$ cat src/logic/spc_defs.svh
// Register offsets, field positions, reset values and timing figures of the SYSREF control block
`ifndef SPC_DEFS_SVH
`define SPC_DEFS_SVH

// Register offsets on the serial port
`define SPC_ADDR_FREQ_DIV      7'h18
`define SPC_ADDR_PWR_SYNC      7'h19
`define SPC_ADDR_PULSE_COUNT   7'h1a
`define SPC_ADDR_GLOBAL_DELAY  7'h1b
`define SPC_ADDR_KEY_HI_MODE   7'h1c
`define SPC_ADDR_KEY_LO_MISC   7'h1f
`define SPC_ADDR_TRIGGER       7'h70

// Field positions
`define SPC_PD_BIT             7
`define SPC_BIAS_BIT           6
`define SPC_PIN_CHOICE_BIT     2
`define SPC_SRC_EXT_BIT        1
`define SPC_CONT_BIT           0
`define SPC_TRIGGER_BIT        7

// Reset values
`define SPC_RST_FREQ_DIV       8'h00
`define SPC_RST_SYNC_CODE      6'h11
`define SPC_RST_PD             1'b0
`define SPC_RST_BIAS           1'b1
`define SPC_RST_PULSE_COUNT    8'h02
`define SPC_RST_GLOBAL_DELAY   8'h00
`define SPC_RST_NIBBLE         4'h0

// Modification key and VCXO output startup configuration
`define SPC_VCXO_KEY           8'h4b
`define SPC_VCXO_BOOT_POWER    1'b1
`define SPC_VCXO_BOOT_FORMAT   1'b1
`define SPC_VCXO_BOOT_AMPL     2'h3

// Timing: delay step and clock period in ps
`define SPC_DLY_STEP_PS        814
`define SPC_CLK_PERIOD_PS      4000

// Serial frame: read flag, 7 address bits, 8 data bits
`define SPC_SPI_ADDR_LAST      5'h07
`define SPC_SPI_FRAME_LAST     5'h0f
`define SPC_SPI_FRAME_BITS     5'h10

`endif

$ cat src/logic/spc_pkg.sv
// Types shared by the SYSREF control block modules
package spc_pkg;

    typedef enum logic [1:0] {
        SPC_GEN_IDLE  = 2'b00,
        SPC_GEN_ARM   = 2'b01,
        SPC_GEN_BURST = 2'b10
    } spc_gen_t;

    typedef struct packed {
        logic       sclk_q;
        logic [4:0] bit_cnt;
        logic [6:0] shin;
        logic [7:0] shout;
        logic       rnw;
        logic       sdo;
        logic       wr_stb;
        logic [6:0] addr;
        logic [7:0] wdata;
    } spc_spi_state_t;

    typedef struct packed {
        logic [4:0][3:0] cnt;
        logic            wave;
    } spc_div_state_t;

    typedef struct packed {
        logic [7:0]  div_setting;
        logic        pd;
        logic        bias;
        logic [5:0]  sync_code;
        logic [7:0]  burst_len;
        logic [7:0]  delay_code;
        logic [3:0]  key_hi;
        logic        pin_choice;
        logic        src_ext;
        logic        continuous;
        logic [3:0]  misc_hi;
        logic [3:0]  key_lo;
        spc_gen_t    gen;
        logic [7:0]  left;
        logic [7:0]  sync_cnt;
        logic        sync_tick;
        logic        wave_q;
        logic        ext_q;
        logic        div_run;
        logic [5:0]  dly;
        logic [63:0] hist;
        logic        sysref_out;
        logic        crosspoint;
        logic        powered;
        logic        busy;
        logic        vcxo_pwr;
        logic        vcxo_fmt;
        logic [1:0]  vcxo_ampl;
    } spc_main_state_t;

endpackage

$ cat src/logic/spc_reg_if.sv
// Register access path between the serial slave and the register file
`timescale 1ns/1ps
interface spc_reg_if;
    logic       wr_stb;
    logic [6:0] addr;
    logic [7:0] wdata;
    logic [7:0] rdata;

    modport port (output wr_stb, output addr, output wdata, input rdata);
    modport regs (input wr_stb, input addr, input wdata, output rdata);
endinterface

$ cat src/logic/spc_spi_slave.sv
// Serial port slave: 16-bit frames of read flag, address and data
`timescale 1ns/1ps
`include "spc_defs.svh"
module spc_spi_slave (
    input  wire logic  clock,
    input  wire logic  rst_n,
    input  wire logic  spi_cs_n,
    input  wire logic  spi_sclk,
    input  wire logic  spi_sdi,
    output logic       spi_sdo,
    spc_reg_if.port    bus
);
    spc_pkg::spc_spi_state_t s;
    spc_pkg::spc_spi_state_t next_s;

    // Bits are taken on SCLK rising and read data shifts out on SCLK falling
    always_comb begin
        next_s        = s;
        next_s.wr_stb = 1'b0;
        next_s.sclk_q = spi_sclk;
        if (spi_cs_n) begin
            next_s.bit_cnt = 5'h00;
            next_s.sdo     = 1'b0;
        end else if (spi_sclk && !s.sclk_q && s.bit_cnt != `SPC_SPI_FRAME_BITS) begin
            next_s.shin    = {s.shin[5:0], spi_sdi};
            next_s.bit_cnt = s.bit_cnt + 5'h01;
            if (s.bit_cnt == `SPC_SPI_ADDR_LAST) begin
                next_s.rnw  = s.shin[6];
                next_s.addr = {s.shin[5:0], spi_sdi};
            end
            if (s.bit_cnt == `SPC_SPI_FRAME_LAST && !s.rnw) begin
                next_s.wdata  = {s.shin[6:0], spi_sdi};
                next_s.wr_stb = 1'b1;
            end
        end else if (!spi_sclk && s.sclk_q && s.rnw) begin
            // Reads are loaded once the address is complete
            if (s.bit_cnt == 5'h08) begin
                next_s.sdo   = bus.rdata[7];
                next_s.shout = {bus.rdata[6:0], 1'b0};
            end else if (s.bit_cnt > 5'h08 && s.bit_cnt < `SPC_SPI_FRAME_BITS) begin
                next_s.sdo   = s.shout[7];
                next_s.shout = {s.shout[6:0], 1'b0};
            end
        end
    end

    // State register
    always_ff @(posedge clock or negedge rst_n) begin
        if (!rst_n) begin
            s <= '0;
        end else begin
            s <= next_s;
        end
    end

    assign spi_sdo    = s.sdo;
    assign bus.wr_stb = s.wr_stb;
    assign bus.addr   = s.addr;
    assign bus.wdata  = s.wdata;
endmodule

$ cat src/logic/spc_ref_divider.sv
// Five cascaded SYSREF divider stages and a final divide by two
`timescale 1ns/1ps
module spc_ref_divider (
    input  wire logic       clock,
    input  wire logic       rst_n,
    input  wire logic       run,
    input  wire logic [7:0] setting,
    output logic            wave
);
    spc_pkg::spc_div_state_t s;
    spc_pkg::spc_div_state_t next_s;
    logic [5:0]              carry;
    logic [4:0]              wrap;

    // Ratio of one stage from its field of the divider setting
    function automatic logic [4:0] stage_ratio(input int idx, input logic [7:0] ns);
        logic [4:0] r;
        r = 5'h02;
        case (idx)
            0:       r = 5'h02 + {3'h0, ns[1:0]};          // 2,3,4,5
            1:       r = ns[2] ? 5'h04 : 5'h02;
            2:       r = ns[3] ? 5'h04 : 5'h02;
            3:       r = 5'h02 + {3'h0, ns[5:4]};
            4:       r = 5'h02 << ns[7:6];                 // 2,4,8,16
            default: r = 5'h02;
        endcase
        return r;
    endfunction

    // Each stage advances when all lower stages wrap
    assign carry[0] = run;
    for (genvar i = 0; i < 5; i++) begin : g_stage
        assign wrap[i]      = s.cnt[i] == 4'(stage_ratio(i, setting) - 5'h01);
        assign carry[i + 1] = carry[i] && wrap[i];
    end

    // The final stage toggles the output, doubling the total ratio
    always_comb begin
        next_s = s;
        if (!run) begin
            next_s = '0;
        end else begin
            for (int i = 0; i < 5; i++) begin
                if (carry[i]) begin
                    next_s.cnt[i] = wrap[i] ? 4'h0 : s.cnt[i] + 4'h1;
                end
            end
            if (carry[5]) begin
                next_s.wave = !s.wave;
            end
        end
    end

    // State register
    always_ff @(posedge clock or negedge rst_n) begin
        if (!rst_n) begin
            s <= '0;
        end else begin
            s <= next_s;
        end
    end

    assign wave = s.wave;
endmodule

$ cat src/logic/spc_sysref_control.sv
// SYSREF pulse control: registers, burst generation, delay, bias and VCXO key gate
//
// Summary of operation
// - Power-down bit set stops the SYSREF divider, synchronizer, burst sequencer and delay line; cross-point bias still follows idle force.
// - SYSREF divider ratio is two times the product of five stages.
// - Bias bit picks cross-point or static idle level when forced or during events.
// - Synchronizer divider code resets to 010001 for divide by 30; zero unused.
// - Counted mode emits pulse-count pulses per trigger, 1 to 255, reset 2.
// - Global delay adds field times 814 ps, rounded up to whole 4000 ps clock cycles, to the SYSREF output.
// - Source bit chooses internal trigger generation or external pin following.
// - Mode bit chooses counted bursts or continuous pulses.
// - Pin choice bit selects dedicated external pin or second clock input.
// - Writing trigger one releases the burst; it is ignored while the power-down bit is set.
// - Trigger acts only in internal counted mode.
// - Trigger aligns SYSREF to device clock and loads the delay value.
// - Without the key the VCXO output keeps LVPECL, 750 mV, powered on.
// - Any other key value blocks VCXO output setting changes.
// - After startup the VCXO output is on, LVPECL, 750 mV until keyed.
`timescale 1ns/1ps
`include "spc_defs.svh"
module spc_sysref_control (
    input  wire logic       clock,
    input  wire logic       rst_n,
    input  wire logic       spi_cs_n,
    input  wire logic       spi_sclk,
    input  wire logic       spi_sdi,
    output logic            spi_sdo,
    input  wire logic       external_sysref_pin,
    input  wire logic       clk1_sysref_in,
    input  wire logic       output_idle_force,
    input  wire logic       vcxo_out_power_on,
    input  wire logic       vcxo_out_format,
    input  wire logic [1:0] vcxo_out_amplitude,
    output logic            sysref_output,
    output logic            sysref_bias_crosspoint,
    output logic            sysref_powered,
    output logic            sysref_busy,
    output logic            vcxo_power_on_eff,
    output logic            vcxo_format_eff,
    output logic [1:0]      vcxo_amplitude_eff,
    output logic [3:0]      misc_control
);
    spc_pkg::spc_main_state_t s;
    spc_pkg::spc_main_state_t next_s;
    spc_reg_if                rbus ();
    logic                     wave;
    logic                     trig;
    logic                     internal_counted;
    logic                     wave_fall;
    logic                     raw;
    logic [7:0]               rdata;

    // Synchronizer divider ratio from its code; unlisted codes fall back to code plus one
    function automatic logic [7:0] sync_ratio(input logic [5:0] code);
        logic [7:0] r;
        r = {2'h0, code} + 8'h01;
        case (code)
            6'h05:   r = 8'h06;
            6'h06:   r = 8'h08;
            6'h07:   r = 8'h09;
            6'h11:   r = 8'h1e;            // Divide by 30
            6'h12:   r = 8'h20;
            6'h1a:   r = 8'h32;
            6'h1d:   r = 8'h60;
            6'h20:   r = 8'h80;
            6'h21:   r = 8'h96;
            6'h00:   r = 8'h02;            // Forbidden code, kept harmless
            default: r = {2'h0, code} + 8'h01;
        endcase
        return r;
    endfunction

    // Delay code to whole clock cycles, rounded up to the next cycle
    function automatic logic [5:0] delay_cycles(input logic [7:0] code);
        logic [17:0] ps;
        ps = 18'(code) * 18'(`SPC_DLY_STEP_PS);
        return 6'((ps + 18'(`SPC_CLK_PERIOD_PS - 1)) / 18'(`SPC_CLK_PERIOD_PS));
    endfunction

    spc_spi_slave u_spi (
        .clock    (clock),
        .rst_n    (rst_n),
        .spi_cs_n (spi_cs_n),
        .spi_sclk (spi_sclk),
        .spi_sdi  (spi_sdi),
        .spi_sdo  (spi_sdo),
        .bus      (rbus.port)
    );

    spc_ref_divider u_div (
        .clock   (clock),
        .rst_n   (rst_n),
        .run     (s.div_run),
        .setting (s.div_setting),
        .wave    (wave)
    );

    // Read mux; trigger register and unmapped addresses read zero
    always_comb begin
        case (rbus.addr)
            `SPC_ADDR_FREQ_DIV:     rdata = s.div_setting;
            `SPC_ADDR_PWR_SYNC:     rdata = {s.pd, s.bias, s.sync_code};
            `SPC_ADDR_PULSE_COUNT:  rdata = s.burst_len;
            `SPC_ADDR_GLOBAL_DELAY: rdata = s.delay_code;
            `SPC_ADDR_KEY_HI_MODE:  rdata = {s.key_hi, 1'b0, s.pin_choice, s.src_ext, s.continuous};
            `SPC_ADDR_KEY_LO_MISC:  rdata = {s.misc_hi, s.key_lo};
            default:                rdata = 8'h00;     // Trigger is write-only
        endcase
    end
    assign rbus.rdata = rdata;

    // Trigger is a one-cycle strobe, never stored, so a write arriving outside IDLE is lost
    assign trig = rbus.wr_stb && rbus.addr == `SPC_ADDR_TRIGGER
                  && rbus.wdata[`SPC_TRIGGER_BIT];
    assign internal_counted = !s.src_ext && !s.continuous;
    assign wave_fall        = s.wave_q && !wave;

    // Source of the undelayed SYSREF signal
    always_comb begin
        if (s.pd) begin
            raw = 1'b0;
        end else if (s.src_ext) begin
            raw = s.ext_q;
        end else if (s.continuous) begin
            raw = wave;
        end else begin
            raw = wave && s.gen == spc_pkg::SPC_GEN_BURST;
        end
    end

    // Next state
    always_comb begin
        next_s        = s;
        next_s.wave_q = wave;

        // Register writes
        if (rbus.wr_stb) begin
            case (rbus.addr)
                `SPC_ADDR_FREQ_DIV: begin
                    next_s.div_setting = rbus.wdata;
                end
                `SPC_ADDR_PWR_SYNC: begin
                    next_s.pd        = rbus.wdata[`SPC_PD_BIT];
                    next_s.bias      = rbus.wdata[`SPC_BIAS_BIT];
                    next_s.sync_code = rbus.wdata[5:0];
                end
                `SPC_ADDR_PULSE_COUNT: begin
                    next_s.burst_len = rbus.wdata;
                end
                `SPC_ADDR_GLOBAL_DELAY: begin
                    next_s.delay_code = rbus.wdata;
                end
                `SPC_ADDR_KEY_HI_MODE: begin
                    next_s.key_hi     = rbus.wdata[7:4];
                    next_s.pin_choice = rbus.wdata[`SPC_PIN_CHOICE_BIT];
                    next_s.src_ext    = rbus.wdata[`SPC_SRC_EXT_BIT];
                    next_s.continuous = rbus.wdata[`SPC_CONT_BIT];
                end
                `SPC_ADDR_KEY_LO_MISC: begin
                    next_s.misc_hi = rbus.wdata[7:4];
                    next_s.key_lo  = rbus.wdata[3:0];
                end
                default: begin
                end
            endcase
        end

        // External pin retimed once; choice between dedicated pin and second clock input
        next_s.ext_q = s.pin_choice ? clk1_sysref_in : external_sysref_pin;

        // Synchronizer divider marks clock edges where all outputs coincide
        next_s.sync_tick = 1'b0;
        if (s.pd) begin
            next_s.sync_cnt = 8'h00;
        end else if (s.sync_cnt >= sync_ratio(s.sync_code) - 8'h01) begin
            next_s.sync_cnt  = 8'h00;
            next_s.sync_tick = 1'b1;
        end else begin
            next_s.sync_cnt = s.sync_cnt + 8'h01;
        end

        // Burst sequencer
        case (s.gen)
            spc_pkg::SPC_GEN_IDLE: begin
                if (trig && internal_counted && !s.pd && s.burst_len != 8'h00) begin
                    next_s.gen  = spc_pkg::SPC_GEN_ARM;
                    next_s.left = s.burst_len;
                    next_s.dly  = delay_cycles(s.delay_code);
                end
            end
            spc_pkg::SPC_GEN_ARM: begin
                // Waiting for a coincident edge keeps SYSREF aligned to the device clock
                if (s.sync_tick) begin
                    next_s.gen = spc_pkg::SPC_GEN_BURST;
                end
            end
            spc_pkg::SPC_GEN_BURST: begin
                if (wave_fall) begin
                    next_s.left = s.left - 8'h01;
                    if (s.left == 8'h01) begin
                        next_s.gen = spc_pkg::SPC_GEN_IDLE;
                    end
                end
            end
            default: begin
                next_s.gen = spc_pkg::SPC_GEN_IDLE;
            end
        endcase
        // A mode change or power-down abandons any burst in progress
        if (s.pd || !internal_counted) begin
            next_s.gen  = spc_pkg::SPC_GEN_IDLE;
            next_s.left = 8'h00;
        end

        // Outside counted mode the delay follows the register directly
        if (!internal_counted) begin
            next_s.dly = delay_cycles(s.delay_code);
        end

        // Divider restarts from phase zero at each burst start
        next_s.div_run = !s.pd && ((!s.src_ext && s.continuous)
                         || next_s.gen == spc_pkg::SPC_GEN_BURST);

        // Global delay line: history of the raw signal, tapped by the loaded delay
        next_s.hist = s.pd ? 64'h0 : {s.hist[62:0], raw};
        if (s.dly == 6'h00) begin
            next_s.sysref_out = raw;
        end else begin
            next_s.sysref_out = s.hist[s.dly - 6'h01];
        end

        // Cross-point bias only when bias type is set and the output is forced or active
        next_s.crosspoint = s.bias && (output_idle_force || raw || s.gen != spc_pkg::SPC_GEN_IDLE);

        next_s.powered = !s.pd;
        next_s.busy    = next_s.gen != spc_pkg::SPC_GEN_IDLE;

        // VCXO output settings pass only while the key is in place
        if ({s.key_hi, s.key_lo} == `SPC_VCXO_KEY) begin
            next_s.vcxo_pwr  = vcxo_out_power_on;
            next_s.vcxo_fmt  = vcxo_out_format;
            next_s.vcxo_ampl = vcxo_out_amplitude;
        end else begin
            next_s.vcxo_pwr  = `SPC_VCXO_BOOT_POWER;
            next_s.vcxo_fmt  = `SPC_VCXO_BOOT_FORMAT;
            next_s.vcxo_ampl = `SPC_VCXO_BOOT_AMPL;
        end
    end

    // State register with documented power-up values
    always_ff @(posedge clock or negedge rst_n) begin
        if (!rst_n) begin
            s             <= '0;
            s.div_setting <= `SPC_RST_FREQ_DIV;
            s.pd          <= `SPC_RST_PD;
            s.bias        <= `SPC_RST_BIAS;
            s.sync_code   <= `SPC_RST_SYNC_CODE;
            s.burst_len   <= `SPC_RST_PULSE_COUNT;
            s.delay_code  <= `SPC_RST_GLOBAL_DELAY;
            s.key_hi      <= `SPC_RST_NIBBLE;
            s.key_lo      <= `SPC_RST_NIBBLE;
            s.gen         <= spc_pkg::SPC_GEN_IDLE;
            s.powered     <= 1'b1;
            s.vcxo_pwr    <= `SPC_VCXO_BOOT_POWER;
            s.vcxo_fmt    <= `SPC_VCXO_BOOT_FORMAT;
            s.vcxo_ampl   <= `SPC_VCXO_BOOT_AMPL;
        end else begin
            s <= next_s;
        end
    end

    assign sysref_output          = s.sysref_out;
    assign sysref_bias_crosspoint = s.crosspoint;
    assign sysref_powered         = s.powered;
    assign sysref_busy            = s.busy;
    assign vcxo_power_on_eff      = s.vcxo_pwr;
    assign vcxo_format_eff        = s.vcxo_fmt;
    assign vcxo_amplitude_eff     = s.vcxo_ampl;
    assign misc_control           = s.misc_hi;
endmodule

$ cat config.mk
export PLATFORM = sky130hd
export DESIGN_NAME = spc_sysref_control
export DESIGN_NICKNAME = d
export VERILOG_FILES = /design/src/logic/spc_pkg.sv /design/src/logic/spc_reg_if.sv /design/src/logic/spc_spi_slave.sv /design/src/logic/spc_ref_divider.sv /design/src/logic/spc_sysref_control.sv
export VERILOG_INCLUDE_DIRS = /design/src /design/src/logic
export SDC_FILE = /design/constraint.sdc
export NUM_CORES = 1
export LEC_CHECK = 0
export BUFFER_PORTS_ARGS = -buffer_cell sky130_fd_sc_hd__buf_2
export CORE_MARGIN = 1
export CORE_UTILIZATION = 59
export DETAILED_ROUTE_END_ITERATION = 10
export GPL_ROUTABILITY_DRIVEN = 0
export GPL_TIMING_DRIVEN = 0
export PLACE_DENSITY = 0.79
export SLEW_MARGIN = 20
export SYNTH_ARGS = -nofsm -noshare
export SYNTH_HDL_FRONTEND = slang
export SYNTH_HIERARCHICAL = 1
export SYNTH_SLANG_ARGS = --single-unit
$ cat constraint.sdc
create_clock -name clock -period 11.8 [get_ports clock]
set_input_delay 1.77 -clock clock [delete_from_list [all_inputs] [get_ports clock]]
set_output_delay 1.77 -clock clock [all_outputs]
set_load 0.005 [all_outputs]
==> results of run 1 <==
metal layers:
metal  vias to the layer above  share of wire (%)  global-route usage (%)
li1                       5380                  -                       -
met3                        48                4.4                    2.87
met4                         0                1.7                    6.08
met5                         -                  0                       0
met2                       319                 48                    43.4
met1                      5702                 46                    37.1
kinds of logic (layout without fill, tap and decap cells):
group	after synthesis	after routing	share of synthesized area, %
AO/OA/AOI/OAI	299	299	14.7
XOR/XNOR	90	90	5.56
adder cells (fa/ha/maj)	91	91	8.75
buffers and inverters	143	206	4.54
flip-flops	206	206	35.5
multiplexers	122	122	11.4
AND/OR/NAND/NOR	494	494	19.5
worst min path at each step:
stage                          start     to  slack [ps]  cells past startpoint
after floorplan           u_div/wave  s[80]         400                      0
after global placement    u_div/wave  s[80]         460                      0
after detailed placement  u_div/wave  s[80]         470                      0
after CTS                 u_div/wave  s[80]         480                      0
after global routing      u_div/wave  s[80]         500                      0
final                     u_div/wave  s[80]         480                      0
flip-flops by register name (all words and copies together) (netlist names):
name                    count
vcxo_power_on_eff           1
s                         135
u_spi/bus.addr              7
vcxo_amplitude_eff          2
u_spi/bus.wr_stb            1
sysref_powered              1
sysref_output               1
u_div/s                    20
u_spi/bus.wdata             8
vcxo_format_eff             1
sysref_bias_crosspoint      1
u_spi/spi_sdo               1
u_spi/s                    21
u_div/wave                  1
sysref_busy                 1
misc_control                4
power groups by stage:
stage	clock [mW]	combinational, mW	sequential [mW]
after floorplan	0	0.0159	0.737
after global placement	0	0.0328	0.740
after detailed placement	0	0.0368	0.741
after CTS	0.625	0.0374	0.729
after global routing	0.648	0.0409	0.730
final	0.615	0.0364	0.729
area by class of cell:
cell class	instances	area (sq um)	share of cell area [%]
Buffer	67	375	2.38
Clock buffer	36	612	3.88
Clock inverter	2	13.8	0.0873
Inverter	76	285	1.81
Multi-Input combinational cell	1096	8720	55.3
Sequential cell	206	5170	32.8
Tap cell	324	405	2.57
Timing Repair Buffer	25	180	1.14
layout by cell type, fill, tap and decap left out, types with 28 or more instances in the layout:
cell type / count
xnor2_1: 54
nor2_1: 88
dfrtp_1: 197
nand3_1: 51
inv_1: 75
nand2_1: 83
a21oi_1: 62
nor2b_1: 76
xor2_1: 34
ha_1: 73
o21ai_0: 63
nor3_1: 30
clkbuf_1: 44
buf_2: 28
mux2_2: 81
metrics by stage:
step	utilization, %	setup WS, ps	power (mW)	hold WS, ps	cells
2_1_floorplan	-	2810	0.753	400	1445
3_3_place_gp	62.2	1680	0.773	463	1792
3_5_place_dp	62.4	1510	0.778	471	1794
4_1_cts	65.0	1460	1.39	483	1832
5_1_grt	65.0	774	1.42	496	1832
6_report	65.0	1380	1.38	485	1832
==> summary.txt, run 1 <==
Global route
  – Total GRT Usage: between 20% and 30%
  – Vias in the first global route: about 11000
  – First-pass GRT wire length: around 55000 um
  – Initial antenna violation count: 0
  – Gr ovfl total: 0
  – Largest net degree at the start of global routing: between 70 and 80

Route
  – 1st-iter DRT viols: 971
  – Vias per Instance: ~6.2
  – Residual DRC: 0
  – Drt total wl: approximately 33000 um
  – Via count: around 11000
  – Wire length per cell: about 18 um
  – Final ANT Viol Nets: 0
  – Drt pass-1 iters: 5

Power
  – P_sw: 0.297 mW
  – Clock Power Share: between 40% and 50%
  – Part of the power in combinational logic: under 10%
  – Worst IR drop on VDD: ~0.00012 V
  – Leakage power: 7.15 nW
  – Share of total power in sequential cells: a little over half
  – Int Pwr: 1.08 mW
  – Switching Fraction: between 20% and 30%
  – PwrDens: 87.6 nW/um^2

Clock network
  – CTS tree: done
  – Worst-Skew Late Latency: roughly 500 ps
  – Post-CTS Setup Bufs: 0
  – Post-CTS sizing: 0
  – CTS Buf Count: 21
  – Reg clk slew, reported paths: roughly 60 ps
  – CTS Buffer Depth: 3
  – Hold_buf cts: 0
  – Clk root buf: clkbuf_16
  – H-tree depth: 1
  – Clock Sinks: between 200 and 250

Floorplanning
  – Die W: ~160 um
  – Chip height: 159 um
  – CORE AREA: approximately 24000 sq um
  – Starting Density: about three fifths
  – Full die area: 25300 sq um
  – # IOs: 25
  – Site Rows: 57

Setup path
  – Delay-heaviest family, CP: compound AO/OA/AOI/OAI gates
  – Reg-to-reg slack, setup: 1380 ps
  – Crit-path max FO: 10
  – Setup crit start kind: register
  – FF-to-FF Start: s[121]
  – CP max stage delay: ~600 ps
  – WP buf/inv: 5
  – Reg-to-reg endpoint: s[72]
  – FF-to-FF path depth: 32
  – Setup crit end: s[72]
  – Worst path depth: 32
  – Arrival time worst endpoint: around 11000 ps
  – Top cell by count, worst path: fa_1
  – Slowest cell on the critical path: nor4_1
  – Worst EP required: 12180 ps
  – Critical Path End Type: register
  – Critical Path Source: s[121]
  – WS Path Type: register to register

Yosys
  – Mapped cell area: 14600 sq um
  – Yosys reg bits: ~210
  – Netlist cell types: 112
  – Most frequent cell after synthesis: dfrtp_1
  – Cells after Synth: between 1000 and 1500
  – Synth Flop Type: dfrtp_1
  – Sequential share of the synthesized area: ~36%
  – Net count after synthesis: 1548
  – Syn. warnings: 6
  – Area contributors post-synth: dfrtp_1 34%, ha_1 6.3%, mux2_2 6.3%, mux4_2 4.2%, nor2b_1 3.3%
  – Synth top cells by count: 197 x dfrtp_1, 88 x nor2_1, 83 x nand2_1, 81 x mux2_2, 76 x nor2b_1
  – Syn Area/Cell: ~10 sq um
  – Yosys top cell area share: around a third
  – Asr flop ratio synth: between 90% and 100%
  – Cell type with the largest total area after synthesis: dfrtp_1
  – Post-synth EDFFs: 0

Worst hold path
  – Worst min-delay path class: register to register

STA
  – Slew Viols, Final: 0
  – Clk_skew: ~12 ps
  – Unrepaired setup endpoints after global routing: false
  – Worst-Margin Slew: approximately 970 ps
  – Fmax: about 96 MHz
  – Final setup viols: 0
  – Fin. Hold Viols: 0
  – Rel. slew slack: roughly a third
  – Setup TNS: 0 ps
  – Final min period: between 10000 and 15000 ps
  – Period utilization: a little under 90%

Layout
  – Layout area overhead: 8.32%
  – Fillers: approximately 1900
  – Total inserted antenna cells: 0
  – Final instance area: 15800 sq um
  – Layout cells sized above 1: about 17%
  – Final layout net count: about 1600

Placement
  – Port-buffer cells: 23
  – Post-DP HPWL: around 24000 um
  – Placed cell areas: around 15000 sq um

Run status
  – Status: completed

Flow run
  – Count of max-cap constraint violations: 0
Power figures use the tool's default switching activity.
==> run 2: changes to the inputs <==
--- a/config.mk
+++ b/config.mk
@@ -8,11 +8,11 @@
 export LEC_CHECK = 0
 export BUFFER_PORTS_ARGS = -buffer_cell sky130_fd_sc_hd__buf_2
 export CORE_MARGIN = 1
-export CORE_UTILIZATION = 59
+export CORE_UTILIZATION = 58
 export DETAILED_ROUTE_END_ITERATION = 10
 export GPL_ROUTABILITY_DRIVEN = 0
 export GPL_TIMING_DRIVEN = 0
-export PLACE_DENSITY = 0.79
+export PLACE_DENSITY = 0.78
 export SLEW_MARGIN = 20
 export SYNTH_ARGS = -nofsm -noshare
 export SYNTH_HDL_FRONTEND = slang
==> run 2 against run 1 <==
  * Power is 4.2% higher
  * Sequential share of layout area decreased by 0.14 points
  * Sequential power about the same
  * Cell count down 0.16%
  * Clock power up 9.9%
  * First-iteration DRC count rose by 2.0%
  * Critical path depth decreased by 1
  * Combinational power decreased by 2%
  * Via count decreased by 0.32%
  * Utilization shrank 0.30 points
  * Clock-buffer cell count fell by 8
  * Largest power group unchanged
  * Highest routed layer unchanged
==> summary.txt, run 2 (synthesis results as in run 1) <==
Run status
  – Status: completed

Setup path
  – WS Path Type: register to register
  – FF-to-FF path depth: 31 (-3.1%)
  – Reg-to-reg endpoint: s[72]
  – WP buf/inv: 3 (-2)
  – Crit-path max FO: 10 (unchanged)
  – Slowest cell on the critical path: nor3_1
  – Critical Path End Type: register
  – Delay-heaviest family, CP: simple AND/OR/NAND/NOR gates
  – Arrival time worst endpoint: 10830 ps (+30 ps)
  – CP max stage delay: 820 ps (+220 ps)
  – FF-to-FF Start: s[120]
  – Setup crit start kind: register
  – Reg-to-reg slack, setup: 1350 ps (-30 ps)
  – Top cell by count, worst path: fa_1
  – Worst EP required: 12180 ps (about the same)

Clock network
  – CTS Buffer Depth: 3 (unchanged)
  – Clock Sinks: 206 (unchanged)
  – CTS Buf Count: 20 (-4.8%)
  – Post-CTS Setup Bufs: 0 (unchanged)
  – Post-CTS sizing: 0 (unchanged)
  – Worst-Skew Late Latency: 500 ps (about the same)
  – Hold_buf cts: 0 (unchanged)
  – CTS tree: done
  – Reg clk slew, reported paths: 70 ps (about the same)
  – Clk root buf: clkbuf_16
  – H-tree depth: 1 (unchanged)

Layout
  – Final layout net count: 1595 (-0.063%)
  – Fillers: 1884 (-1.6%)
  – Commonest cells after routing, fill and taps aside: 197 x dfrtp_1, 88 x nor2_1, 83 x nand2_1, 81 x mux2_2, 76 x nor2b_1
  – Max FFs per register: 135 (unchanged)
  – Most flop-heavy register: s
  – Finished Core Util: 64.7% (-0.30 points)
  – Most common cell after layout, fill and taps aside: dfrtp_1
  – Layout cells sized above 1: 17.5% (+0.37 points)
  – Biggest regs: s: 135 flops, u_spi/s: 21 flops, u_div/s: 20 flops
  – Final non-filler cell total: 1829 (-0.16%)
  – Total inserted antenna cells: 0 (unchanged)
  – Layout area overhead: 8.78%

Route
  – 1st-iter DRT viols: 990 (+2.0%)
  – Residual DRC: 0 (unchanged)
  – Wire length per cell: 18.0 um (-0.40%)
  – Drt pass-1 iters: 7 (+2)
  – Routed wl met3: 1740 um (+19%)
  – DR WL met2: 15700 um (-1.4%)
  – Drt total wl: 32900 um (-0.57%)
  – Vias per Instance: 6.24 (-0.16%)
  – Final ANT Viol Nets: 0 (unchanged)
  – Top Layer Used: met4
  – Via count: 11412 (-0.32%)
  – WL met1: 14800 um (-2.7%)

STA
  – Min Hold Slack: 477 ps (-8.13 ps)
  – Final setup viols: 0 (unchanged)
  – Final min period: 10450 ps (+31.4 ps)
  – Worst-Margin Slew: 1040 ps (+72.0 ps)
  – Fin. Hold Viols: 0 (unchanged)
  – Unrepaired setup endpoints after global routing: false
  – Fmax: 95.7 MHz (-0.30%)
  – Setup TNS: 0 ps (unchanged)
  – Rel. slew slack: 30.2% (-4.8 points)
  – Slew Viols, Final: 0 (unchanged)
  – Period utilization: 88.6% (+0.27 points)
  – Clk_skew: 6.42 ps (-5.20 ps)

Floorplanning
  – Starting Density: 59.5% (-0.52 points)
  – # IOs: 25 (unchanged)
  – Site Rows: 57 (unchanged)
  – Die W: 160 um (+0.85%)
  – CORE AREA: 24500 sq um (+0.88%)
  – Full die area: 25700 sq um (+1.7%)
  – Chip height: 160 um (+0.85%)

Global route
  – Vias in the first global route: 11111 (+0.34%)
  – Total GRT Usage: 26.0% (-0.20 points)
  – First-pass GRT wire length: 55500 um (+0.25%)
  – Largest net degree at the start of global routing: 77 (-1.3%)
  – Initial antenna violation count: 0 (unchanged)
  – Gr ovfl total: 0 (unchanged)

Placement
  – Post-DP HPWL: 23800 um (-2.3%)
  – Placed Cells: 1794 (unchanged)
  – Port-buffer cells: 23 (unchanged)

Worst hold path
  – Worst hold path depth: 0 (unchanged)
  – Worst min-delay path class: register to register
  – Hold Path End: s[80]
  – Hold Crit Start: u_div/wave

Flow run
  – Count of max-cap constraint violations: 0 (unchanged)

Power
  – PwrDens: 90.9 nW/um^2 (+3.8%)
  – Worst IR drop on VDD: 0.000117 V (+1.3%)
  – Leakage power: 7.19 nW (+0.56%)
  – Design Power: 1.44 mW (+4.2%)
[run 2: cell types whose count changed in the layout (fill, tap and decap cells not counted), sizes merged]
| cell | delta |
|---|---|
| bufinv | +3 |
| inv | -1 |
| clkbuf | -8 |
| clkinv | +3 |
[run 2: final cells by class]
class                           instances  area, sq um  area share (%)
Buffer                                 67          375            2.37
Clock buffer                           28          582            3.68
Sequential cell                       206         5170            32.6
Multi-Input combinational cell       1096         8720            55.1
Inverter                               76          285            1.80
Clock inverter                          7          110           0.696
Tap cell                              324          405            2.56
Timing Repair Buffer                   25          180            1.14
[run 2: report_power, final]
group	switching [mW]	internal, mW
sequential	0.0107	0.717
clock	0.267	0.409
combinational	0.0211	0.0146
total	0.298	1.14
[run 2: metal layers]
layer | track usage [%] | vias to the layer above
li1 | - | 5342
met3 | 3.49 | 69
met2 | 42.9 | 368
met1 | 36.4 | 5633
met4 | 6.28 | 0
met5 | 0 | -
[run 2: how the worst max path moves through the flow]
stage | startpoint | to | slack (ps) | cells past startpoint
detailed placement | s[120] | s[72] | 1560 | 31
finish | s[120] | s[72] | 1350 | 31
CTS | s[120] | s[72] | 1520 | 31
global route | s[120] | s[72] | 650 | 31
global placement | s[121] | s[72] | 1730 | 32
floorplan | s[120] | s[72] | 2810 | 31
[run 2: stage by stage]
stage / cell area (sq um) / setup slack, ps
after floorplan: 14600 / 2810
after global placement: 15100 / 1730
after detailed placement: 15100 / 1560
after CTS: 15800 / 1520
after global routing: 15800 / 652
final: 15800 / 1350
